### src/shared/jitc_pkg.sv
// constants, types and register map of the in-frame response transmit control
// assumes a symbol engine that times each symbol on the bus and reports back
package jitc_pkg;

  // ----------------------------------------------------------------------
  // register map
  // ----------------------------------------------------------------------
  localparam int unsigned JITC_AW = 4;
  localparam logic [3:0] OFF_CTRL = 4'h0;
  localparam logic [3:0] OFF_DATA = 4'h4;
  localparam logic [3:0] OFF_SV   = 4'h8;

  // control register fields
  localparam int unsigned BIT_FAST   = 6;
  localparam int unsigned BIT_NORM_BIT_FORMAT_SEL   = 5;
  localparam int unsigned BIT_EOD    = 3;
  localparam int unsigned BIT_SINGLE = 2;
  localparam int unsigned BIT_MCRC   = 1;
  localparam int unsigned BIT_MNOCRC = 0;
  localparam logic [7:0] CTRL_RESET  = 8'h00;
  localparam logic [7:0] DATA_RESET  = 8'h00;

  // state vector codes
  localparam logic [7:0] SV_NONE    = 8'h00;
  localparam logic [7:0] SV_TRANSMIT_DATA_EMPTY    = 8'h10;
  localparam logic [7:0] SV_INVALID = 8'h1c;

  localparam logic [1:0] RESP_OKAY   = 2'h0;
  localparam logic [1:0] RESP_SLVERR = 2'h2;

  // ----------------------------------------------------------------------
  // symbol commands and sequencer states
  // ----------------------------------------------------------------------
  typedef enum logic [2:0] {
    OP_NONE = 3'h0,
    OP_NB   = 3'h1,
    OP_BYTE = 3'h2,
    OP_CRC  = 3'h3,
    OP_EOD  = 3'h4,
    OP_ONES = 3'h5
  } jitc_op_t;

  typedef struct packed {
    jitc_op_t   op;
    logic [7:0] data;
  } jitc_cmd_t;

  typedef enum logic [2:0] {
    S_IDLE  = 3'h0,
    S_NB    = 3'h1,
    S_BYTE  = 3'h2,
    S_CRC   = 3'h3,
    S_EOD   = 3'h4,
    S_ONES  = 3'h5,
    S_RETRY = 3'h6
  } jitc_state_t;

endpackage

### src/hw/jitc_transmit_control.sv
// transmit control: control, data and state vector registers on axi4-lite,
// plus the sequencer for messages and in-frame responses
// assumes a symbol engine that takes one command per valid/ready handshake,
// pulses sym_done_in when it went out intact and reports bus events as pulses
//
// Function
// fast bit: receive only at 41.6 Kbps
// break clears fast bit, vector shows 0x1c
// normalization bit polarity from format select
// crc follows current byte on end request
// queued shadow byte goes before the crc
// end request clears transmit-data-empty at once
// end request cleared at crc start or error; for in-frame responses the code clears it on the received end symbol instead
// response requests priority encoded, read as written
// software sets one response request only
// active normalization bit precedes response byte
// single response sent after valid end symbol
// single request cleared on success, end, error
// single request ignored once end symbol seen
// lost single response retried without normalization bit
// no extra ones for single response loss
// multi response raises empty on each load
// no-crc multi response ends without crc
// multi request cleared on end, error, underrun
// multi request ignored once end symbol seen
// multi loss clears request, last bit adds ones
// software feeds bytes then sets end request
// crc multi response appends crc before end
`timescale 1ns/10ps
module jitc_transmit_control
  import jitc_pkg::*;
(
  input  wire logic                     clk_in,
  input  wire logic                     rst_n_in,
  input  wire logic                     s_axi_awvalid_in,
  output logic                          s_axi_awready_out,
  input  wire logic [jitc_pkg::JITC_AW-1:0] s_axi_awaddr_in,
  input  wire logic                     s_axi_wvalid_in,
  output logic                          s_axi_wready_out,
  input  wire logic [31:0]              s_axi_wdata_in,
  input  wire logic [3:0]               s_axi_wstrb_in,
  output logic                          s_axi_bvalid_out,
  input  wire logic                     s_axi_bready_in,
  output logic [1:0]                    s_axi_bresp_out,
  input  wire logic                     s_axi_arvalid_in,
  output logic                          s_axi_arready_out,
  input  wire logic [jitc_pkg::JITC_AW-1:0] s_axi_araddr_in,
  output logic                          s_axi_rvalid_out,
  input  wire logic                     s_axi_rready_in,
  output logic [31:0]                   s_axi_rdata_out,
  output logic [1:0]                    s_axi_rresp_out,
  output logic                          cmd_valid_out,
  input  wire logic                     cmd_ready_in,
  output jitc_pkg::jitc_cmd_t           cmd_out,
  input  wire logic                     sym_done_in,
  input  wire logic                     arb_lost_in,
  input  wire logic                     arb_last_bit_in,
  input  wire logic                     win_byte_done_in,
  input  wire logic                     crc_first_bit_in,
  input  wire logic                     eod_rx_in,
  input  wire logic                     eof_rx_in,
  input  wire logic                     break_rx_in,
  input  wire logic                     bus_error_in,
  output logic                          fast_receive_enable_out,
  output logic                          norm_bit_expect_out
);
  import jitc_pkg::*;

  // ----------------------------------------------------------------------
  // axi4-lite slave
  // ----------------------------------------------------------------------
  logic                 aw_have_q, w_have_q;
  logic [JITC_AW-1:0]   awaddr_q;
  logic [7:0]           wdata_q;
  logic                 wstrb0_q;
  logic                 wr_go, rd_go;
  logic                 wr_ctrl, wr_data, rd_sv;

  assign s_axi_awready_out = !aw_have_q && !s_axi_bvalid_out;
  assign s_axi_wready_out  = !w_have_q && !s_axi_bvalid_out;
  assign s_axi_arready_out = !s_axi_rvalid_out;
  assign wr_go   = aw_have_q && w_have_q && !s_axi_bvalid_out;
  assign rd_go   = s_axi_arvalid_in && s_axi_arready_out;
  assign wr_ctrl = wr_go && wstrb0_q && (awaddr_q == OFF_CTRL);
  assign wr_data = wr_go && wstrb0_q && (awaddr_q == OFF_DATA);
  assign rd_sv   = rd_go && (s_axi_araddr_in == OFF_SV);

  always_ff @(posedge clk_in or negedge rst_n_in) begin
    if (!rst_n_in) begin
      aw_have_q <= 1'b0;
      w_have_q  <= 1'b0;
      awaddr_q  <= '0;
      wdata_q   <= 8'h00;
      wstrb0_q  <= 1'b0;
    end else begin
      if (s_axi_awvalid_in && s_axi_awready_out) begin
        aw_have_q <= 1'b1;
        awaddr_q  <= s_axi_awaddr_in;
      end else if (wr_go) begin
        aw_have_q <= 1'b0;
      end
      if (s_axi_wvalid_in && s_axi_wready_out) begin
        w_have_q <= 1'b1;
        wdata_q  <= s_axi_wdata_in[7:0];
        wstrb0_q <= s_axi_wstrb_in[0];
      end else if (wr_go) begin
        w_have_q <= 1'b0;
      end
    end
  end

  always_ff @(posedge clk_in or negedge rst_n_in) begin
    if (!rst_n_in) begin
      s_axi_bvalid_out <= 1'b0;
      s_axi_bresp_out  <= RESP_OKAY;
    end else if (wr_go) begin
      s_axi_bvalid_out <= 1'b1;
      s_axi_bresp_out  <= (awaddr_q == OFF_CTRL || awaddr_q == OFF_DATA ||
                           awaddr_q == OFF_SV) ? RESP_OKAY : RESP_SLVERR;
    end else if (s_axi_bready_in) begin
      s_axi_bvalid_out <= 1'b0;
    end
  end

  // ----------------------------------------------------------------------
  // registers
  // ----------------------------------------------------------------------
  logic        fast_q, norm_bit_format_sel_q, eod_q, eod_seen_q, transmit_data_empty_q, invalid_q;
  logic        shadow_full_q, ifr_q, issued_q;
  logic [2:0]  req_q;
  logic [2:0]  eff;
  logic [7:0]  shadow_q, shift_q, ctrl_rd, sv_rd;
  logic [2:0]  clr_req;
  logic        clr_eod, move, done, eod_set;
  jitc_state_t state_q, state_d;

  // single beats crc-multi beats nocrc-multi
  assign eff = req_q[2] ? 3'b100 : req_q[1] ? 3'b010 : {2'b00, req_q[0]};
  assign done    = sym_done_in && issued_q;
  assign eod_set = wr_ctrl && wdata_q[BIT_EOD] && !eod_q;
  assign ctrl_rd = {1'b0, fast_q, norm_bit_format_sel_q, 1'b0, eod_q, req_q};
  assign sv_rd   = invalid_q ? SV_INVALID : transmit_data_empty_q ? SV_TRANSMIT_DATA_EMPTY : SV_NONE;
  assign fast_receive_enable_out = fast_q;
  assign norm_bit_expect_out     = eff[1] ^ norm_bit_format_sel_q;

  always_ff @(posedge clk_in or negedge rst_n_in) begin
    if (!rst_n_in) begin
      s_axi_rvalid_out <= 1'b0;
      s_axi_rdata_out  <= 32'h0000_0000;
      s_axi_rresp_out  <= RESP_OKAY;
    end else if (rd_go) begin
      s_axi_rvalid_out <= 1'b1;
      s_axi_rresp_out  <= RESP_OKAY;
      case (s_axi_araddr_in)
        OFF_CTRL: s_axi_rdata_out <= {24'h000000, ctrl_rd};
        OFF_DATA: s_axi_rdata_out <= {24'h000000, shadow_q};
        OFF_SV:   s_axi_rdata_out <= {24'h000000, sv_rd};
        default: begin
          s_axi_rdata_out <= 32'h0000_0000;
          s_axi_rresp_out <= RESP_SLVERR;
        end
      endcase
    end else if (s_axi_rready_in) begin
      s_axi_rvalid_out <= 1'b0;
    end
  end

  always_ff @(posedge clk_in or negedge rst_n_in) begin
    if (!rst_n_in) begin
      fast_q <= CTRL_RESET[BIT_FAST];
      norm_bit_format_sel_q <= CTRL_RESET[BIT_NORM_BIT_FORMAT_SEL];
    end else begin
      if (wr_ctrl) begin
        norm_bit_format_sel_q <= wdata_q[BIT_NORM_BIT_FORMAT_SEL];
      end
      if (break_rx_in) begin
        fast_q <= 1'b0;
      end else if (wr_ctrl) begin
        fast_q <= wdata_q[BIT_FAST];
      end
    end
  end

  always_ff @(posedge clk_in or negedge rst_n_in) begin
    if (!rst_n_in) begin
      req_q      <= CTRL_RESET[2:0];
      eod_q      <= CTRL_RESET[BIT_EOD];
      eod_seen_q <= 1'b0;
    end else begin
      // request writes after a received end symbol can clear bits but not set them
      if (wr_ctrl && !eod_seen_q && !eod_rx_in) begin
        req_q <= wdata_q[2:0] & ~clr_req;
      end else if (wr_ctrl) begin
        req_q <= req_q & wdata_q[2:0] & ~clr_req;
      end else begin
        req_q <= req_q & ~clr_req;
      end
      if (clr_eod) begin
        eod_q <= 1'b0;
      end else if (wr_ctrl) begin
        eod_q <= wdata_q[BIT_EOD];
      end
      if (eod_rx_in) begin
        eod_seen_q <= 1'b1;
      end else if (eof_rx_in) begin
        eod_seen_q <= 1'b0;
      end
    end
  end

  always_ff @(posedge clk_in or negedge rst_n_in) begin
    if (!rst_n_in) begin
      shadow_q      <= DATA_RESET;
      shadow_full_q <= 1'b0;
      shift_q       <= DATA_RESET;
      transmit_data_empty_q        <= 1'b0;
      invalid_q     <= 1'b0;
    end else begin
      if (wr_data) begin
        shadow_q <= wdata_q;
      end
      shadow_full_q <= wr_data || (shadow_full_q && !move);
      if (move) begin
        shift_q <= shadow_q;
      end
      // a load for a multi or main byte raises empty; set wins over clear
      if (move && !eff[2]) begin
        transmit_data_empty_q <= 1'b1;
      end else if (wr_data || eod_set) begin
        transmit_data_empty_q <= 1'b0;
      end
      if (break_rx_in) begin
        invalid_q <= 1'b1;
      end else if (rd_sv) begin
        invalid_q <= 1'b0;
      end
    end
  end

  // ----------------------------------------------------------------------
  // sequencer
  // ----------------------------------------------------------------------
  always_comb begin
    state_d = state_q;
    move    = 1'b0;
    clr_req = 3'b000;
    clr_eod = 1'b0;
    if (eod_set) begin
      clr_req[2] = 1'b1;
    end
    if (ifr_q && eod_rx_in) begin
      clr_eod = 1'b1;
    end
    if (!ifr_q && crc_first_bit_in) begin
      clr_eod = 1'b1;
    end
    if (bus_error_in) begin
      state_d = S_IDLE;
      clr_req = 3'b111;
      clr_eod = 1'b1;
    end else begin
      case (state_q)
        S_IDLE: begin
          if (eff != 3'b000 && eod_rx_in && !fast_q) begin
            state_d = S_NB;
          end else if (eff == 3'b000 && shadow_full_q && !fast_q) begin
            state_d = S_BYTE;
            move    = 1'b1;
          end
        end
        S_NB: begin
          if (done) begin
            state_d = S_BYTE;
            move    = 1'b1;
          end
        end
        S_BYTE: begin
          if (arb_lost_in) begin
            if (ifr_q && eff[2]) begin
              state_d = S_RETRY;
            end else if (ifr_q) begin
              clr_req = 3'b011;
              state_d = arb_last_bit_in ? S_ONES : S_IDLE;
            end else begin
              clr_eod = 1'b1;
              state_d = S_IDLE;
            end
          end else if (done) begin
            if (eff[2]) begin
              clr_req[2] = 1'b1;
              state_d    = S_IDLE;
            end else if (shadow_full_q) begin
              state_d = S_BYTE;
              move    = 1'b1;
            end else if (eod_q) begin
              state_d = (ifr_q && eff[0]) ? S_EOD : S_CRC;
            end else begin
              clr_req = 3'b011;
              clr_eod = 1'b1;
              state_d = S_IDLE;
            end
          end
        end
        S_RETRY: begin
          if (!eff[2]) begin
            state_d = S_IDLE;
          end else if (win_byte_done_in) begin
            state_d = S_BYTE;
          end
        end
        S_CRC: begin
          if (done) begin
            state_d = S_EOD;
          end
        end
        S_EOD: begin
          if (done) begin
            clr_req = 3'b011;
            state_d = S_IDLE;
          end
        end
        S_ONES: begin
          if (done) begin
            state_d = S_IDLE;
          end
        end
        default: state_d = S_IDLE;
      endcase
    end
  end

  assign cmd_valid_out = !issued_q && state_q != S_IDLE && state_q != S_RETRY;

  always_ff @(posedge clk_in or negedge rst_n_in) begin
    if (!rst_n_in) begin
      state_q  <= S_IDLE;
      issued_q <= 1'b0;
      ifr_q    <= 1'b0;
    end else begin
      state_q <= state_d;
      if (done || state_d != state_q || bus_error_in) begin
        issued_q <= 1'b0;
      end else if (cmd_valid_out && cmd_ready_in) begin
        issued_q <= 1'b1;
      end
      if (state_q == S_IDLE && state_d != S_IDLE) begin
        ifr_q <= (state_d == S_NB);
      end
    end
  end

  always_ff @(posedge clk_in or negedge rst_n_in) begin
    if (!rst_n_in) begin
      cmd_out <= '{op: OP_NONE, data: 8'h00};
    end else begin
      case (state_d)
        S_NB:    cmd_out <= '{op: OP_NB, data: {7'h00, eff[1] ^ norm_bit_format_sel_q}};
        S_BYTE:  cmd_out <= '{op: OP_BYTE, data: move ? shadow_q : shift_q};
        S_CRC:   cmd_out <= '{op: OP_CRC, data: 8'h00};
        S_EOD:   cmd_out <= '{op: OP_EOD, data: 8'h00};
        S_ONES:  cmd_out <= '{op: OP_ONES, data: 8'hff};
        default: cmd_out <= '{op: OP_NONE, data: 8'h00};
      endcase
    end
  end
endmodule

### config.mk
export PLATFORM = sky130hd
export DESIGN_NAME = jitc_transmit_control
export DESIGN_NICKNAME = d
export VERILOG_FILES = /design/src/shared/jitc_pkg.sv /design/src/hw/jitc_transmit_control.sv
export SDC_FILE = /design/constraint.sdc
export NUM_CORES = 1
export LEC_CHECK = 0
export BUFFER_PORTS_ARGS = -buffer_cell sky130_fd_sc_hd__buf_2
export CORE_MARGIN = 2
export CORE_UTILIZATION = 45
export DETAILED_ROUTE_END_ITERATION = 8
export PLACE_DENSITY = 0.72
export SYNTH_ARGS = -nofsm -noshare
export SYNTH_HDL_FRONTEND = slang
export SYNTH_SLANG_ARGS = --single-unit
### constraint.sdc
create_clock -name clk_in -period 2.9 [get_ports clk_in]
set_input_delay 0.58 -clock clk_in [delete_from_list [all_inputs] [get_ports clk_in]]
set_output_delay 0.58 -clock clk_in [all_outputs]
set_load 0.1 [all_outputs]
Yosys cells after proc, flatten, opt, wreduce, memory -nomap -nowiden
Index checks and enable logic that the tools add are counted.

storage, ports and cells
  output and inout bits = 55
  logic and storage cells = 195
  input port bits = 61
  register bits after elaboration = 95

cells by class
  reduce and logical (&&, ||, !) cells = 67
  equal/unequal tests = 17
  muxes and demuxes = 80
  bitwise logic cells = 6

operators by type and width
  operator            count
  $mux 3              28
  $pmux 11 s5         1
  $mux 1              40
  $logic_and 1x1->1   30
  $pmux 8 s3          1
  $reduce_bool 2->1   10
  $pmux 3 s6          1
  $eq 3x3->1 const B  5
  $and 3x3->3         4
  $eq 3x2->1 const B  4
  $logic_not 1->1     12
  $mux 5              2
  $reduce_bool 3->1   3
  $eq 4x3->1 const B  2
  $eq 4x4->1 const B  2
  $logic_not 4->1     2
  $mux 2              4
  $mux 8              1
  $eq 3x1->1 const B  2
  $logic_not 3->1     2
  $logic_or 1x1->1    6
  $pmux 3 s2          1
  $ne 3x3->1          1
  $ne 3x3->1 const B  1
  5 further kinds     5

Longest topological paths before layout
  word-level depth = 18
  gate-level depth with buffers = 8
  mapped depth without buffers = 6

Least setup slack after synthesis
No wires, ideal clock.

  path kind = register -> register
  from = register s_axi_bvalid_out
  to = register wdata_q[0]
  setup time = 0.125 ns
  buffers on the path = 1
  period minus slack after synthesis = 3.266 ns
  arrival = 3.142 ns
  slack = -0.366 ns
  data required time = 2.775 ns
  stages on the path, launching flop included = 5
  cell sequence = dfrtp_1 -> nor2_1 -> and2_1 -> clkbuf_1 -> mux2_2

between the ends
  word-level cells in the longest chain between the ends = 3

ends and longest elaborated chain
  what                      line                          text
  start: declaration        jitc_transmit_control.sv:42   output logic s_axi_bvalid_out,
  start signal: assignment  jitc_transmit_control.sv:114  s_axi_bvalid_out <= 1'b0;
  start signal: assignment  jitc_transmit_control.sv:117  s_axi_bvalid_out <= 1'b1;
  start signal: assignment  jitc_transmit_control.sv:121  s_axi_bvalid_out <= 1'b0;
  $logic_not 1->1           jitc_transmit_control.sv:80   assign s_axi_wready_out = !w_have_q && !s_axi_bvalid_out;
  $logic_and 1x1->1         jitc_transmit_control.sv:80
  net s_axi_wready_out      jitc_transmit_control.sv:39   output logic s_axi_wready_out,
  $logic_and 1x1->1         jitc_transmit_control.sv:102  if (s_axi_wvalid_in && s_axi_wready_out) begin
  end signal: assignment    jitc_transmit_control.sv:104  wdata_q <= s_axi_wdata_in[7:0];
  end: declaration          jitc_transmit_control.sv:74   logic [7:0] wdata_q;

The timed path passes the listed nets, and every way through them passes these cells.
A chain may end at the register's enable or synchronous reset.

Final worst setup path
  from = register state_q[2]
  to = output port cmd_valid_out

between the ends
  word-level cells in the longest chain between the ends = 3
  elaborated cells between the ends (all ways) = 4
  those cells by class = 1 x eq/ne; 3 x reduce/logical

ends and longest elaborated chain
  what                      line                          text
  start: declaration        jitc_transmit_control.sv:135  jitc_state_t state_q, state_d;
  start signal: assignment  jitc_transmit_control.sv:340  state_q <= state_d;
  $reduce_bool 3->1         jitc_transmit_control.sv:332  assign cmd_valid_out = !issued_q && state_q != S_IDLE && state_q != S_RETRY;
  $logic_and 1x1->1         jitc_transmit_control.sv:332
  $logic_and 1x1->1 *       jitc_transmit_control.sv:332
  end: declaration          jitc_transmit_control.sv:52   output logic cmd_valid_out,

Every way passes the cells marked *; elsewhere a longest branch is shown, timed or not.

==> impl_results.md <==
- Status: finished clean
- Worst EP required: roughly 2.3 ns
- Setup TNS: 0 ns
- CTS sink cnt: a little under 70
- Ys flop type: dfrtp_1
- Fin nets: 454
- Post-synth EDFFs: 0
- Post-route antenna net violation count: 0
- Die height: ~90 um
- Fmax: approximately 390 MHz
- Core Box Area: between 7000 and 8000 um2
- Vias in the first global route: around 2,500
- Count of cell types in the netlist: 58
- Worst skew pair latency: ~0.34 ns
- PwrDens: a little over 900 nW/um2
- H-tree lvl count: 3
- Seq/Total Area, Yosys: between 40% and 50%
- Placed Cells: between 400 and 500
- Clock Path Buffers: 2
- Die Width: 92.31 um
- Worst setup SP type: flip-flop
- I/O Buffers: 62
- Initial Util: between 40% and 50%
- Most common cell after layout, fill and taps aside: dfrtp_1
- Actual slew at the worst max-slew pin: 0.8381 ns
- Number of max-cap violations: 0
- Final Cell Area: approximately 4100 um2
- Residual DRC: 0
- Util after Layout: between 50% and 60%
- First-pass GRT wire length: 11,950 um
- Normalized max-slew margin: between 40% and 50%
- Period utilisation layout: 88.63%
- Post-Route WL: roughly 7100 um
- Number of setup violations in the final report: 0
- Avg Cell Area, Syn: 10.60 um2
- Mapped Cells: approximately 330
- CTS Root Cell: clkbuf_8
- RSZ-0062 raised after global routing: no
- Largest net degree at the start of global routing: 70
- Post-Syn Area: between 3000 and 4000 um2
- Post-DP Area: between 3000 and 4000 um2
- Worst Setup End Kind: output pin
- Worst Reg-to-Reg Cells: 7
- Critical Path AT: between 1.5 and 2 ns
- Die area: approximately 8500 um2
- Layout Cells excl Fill: 500
- Cell Rows: 32
- Fraction of registers with async set/reset: between 90% and 100%
- Final hold vios: 0
- Via density: around 5.2
- WHS: roughly 0.4 ns
- LEAKAGE: 1.971 nW
- Cts bufs inserted: 9
- HPWL Detailed: roughly 5300 um
- Synth Register Bits: slightly below 70
- Number of detailed-route iterations in the first pass: 4
- Vias: around 2,600
- CP Class: reg2out
- PnR Total Power: around 3.7 mW
- I/O pin count: between 100 and 150
- Final GP Congestion: between 0.8 and 0.9
- Crit path time final: between 2 and 3 ns
- Clk pin slew, worst setup/hold paths: around 0.070 ns
- Grt ovf: 0
- Yosys warnings: 0
- Pre-CTS setup slack: just under 0.4 ns
- Routed len/inst: 14.26 um
- CTS tree: built
- Initial DRC count: roughly 150
- Fraction of layout cells with a size suffix above 1: 30.65%
- Slew Viols, Final: 0
- Hold buffer count at CTS: 0
- Layout Area Growth over Synthesis: 15.90%
- Most frequent cells in the layout: dfrtp_1, buf_2, conb_1
- Total track usage: 17.86%
- Initial antenna violation count: 0
- # Post-CTS Setup Buffers: 0
- Worst Path Max Fanout: 12
- Worst min path class: in2async
- VDD IR max: a little under 1 mV
- Post_cts resized: 0
- Diode count: 0
- Setup Skew: roughly 0.0077 ns
- Final WS setup: 0.3297 ns
[critical path, cell delays in order (launching register included)]
cell and delay, ns:
dfrtp_1 0.55, buf_4 0.23, nor2b_1 0.25, nor3_1 0.10, nor2_2 0.10, buf_2 0.43
[kinds of logic (layout without fill, tap and decap cells)]
family,after synthesis,after routing,synth area share [%]
simple gates,91,91,14.01
compound gates,77,77,15.65
flops,69,69,49.20
buf+inv,55,97,9.127
mux,37,37,11.66
other cells,1,26,0.1068
xor+xnor,1,1,0.2496
[layer usage]
metal / track usage, % / vias to the layer above / part of all wire, %
met3: 5.452 / 6 / 5.8
met1: 23.95 / 1256 / 47
met4: 4.851 / 0 / 0.90
met5: 0 / - / 0
li1: - / 1267 / -
met2: 28.28 / 78 / 47
[state kept, by name (all words and copies together), names as in the netlist, 3 cells and up]
name	flops
shift_q	8
req_q	3
shadow_q	8
wdata_q	8
s_axi_rdata_out	8
cmd_out	11
awaddr_q	4
state_q	3
[final cells by class]
class	count	area, um2
multi-input combinational	232	1564
sequential	69	1727
clock buffer	10	127.6
timing repair buffer	69	362.8
clock inverter	6	111.4
fill	696	3580
tap	102	127.6
inverter	12	47.55
[final timing paths]
path / slack [ns] / startpoint / to
setup / recovery: 0.33 / state_q[2] / cmd_valid_out
hold / removal: 0.41 / rst_n_in / eod_seen_q
setup reg to reg: 0.58 / state_q[0] / cmd_out[3]
hold reg to reg: 0.48 / s_axi_rdata_out[4] / s_axi_rdata_out[4]
max in group asynchronous: 1.93 / rst_n_in / cmd_out[0]
min in group clk_in: 0.41 / s_axi_rready_in / s_axi_rvalid_out
[cells in the mapped netlist, types with 3 or more instances]
cell | number | area, um2
a211oi_1 | 4 | 30.03
a21o_1 | 5 | 37.54
a21oi_1 | 13 | 65.06
a31oi_1 | 3 | 18.77
and2_1 | 5 | 31.28
buf_2 | 5 | 25.02
buf_4 | 26 | 195.2
clkbuf_1 | 11 | 41.29
dfrtp_1 | 69 | 1727
inv_1 | 10 | 37.54
mux2_2 | 23 | 259.0
mux2i_1 | 12 | 120.1
nand2_1 | 23 | 86.33
nand3_1 | 7 | 35.03
nand3b_1 | 4 | 30.03
nor2_1 | 18 | 67.56
nor2b_1 | 3 | 18.77
nor3_1 | 7 | 35.03
nor4b_1 | 4 | 35.03
o21ai_0 | 13 | 65.06
o21ai_1 | 6 | 30.03
o31ai_1 | 12 | 90.09
or3_1 | 4 | 25.02
[report_power, final]
part | total, mW | leakage, nW | switching (mW) | internal, mW
Clock | 0.924 | 0.116 | 0.353 | 0.571
Combinational | 1.37 | 0.954 | 0.988 | 0.384
Sequential | 1.44 | 0.901 | 0.222 | 1.21
Total | 3.73 | 1.97 | 1.56 | 2.17
No activity file was read; power rests on OpenSTA's default activity.
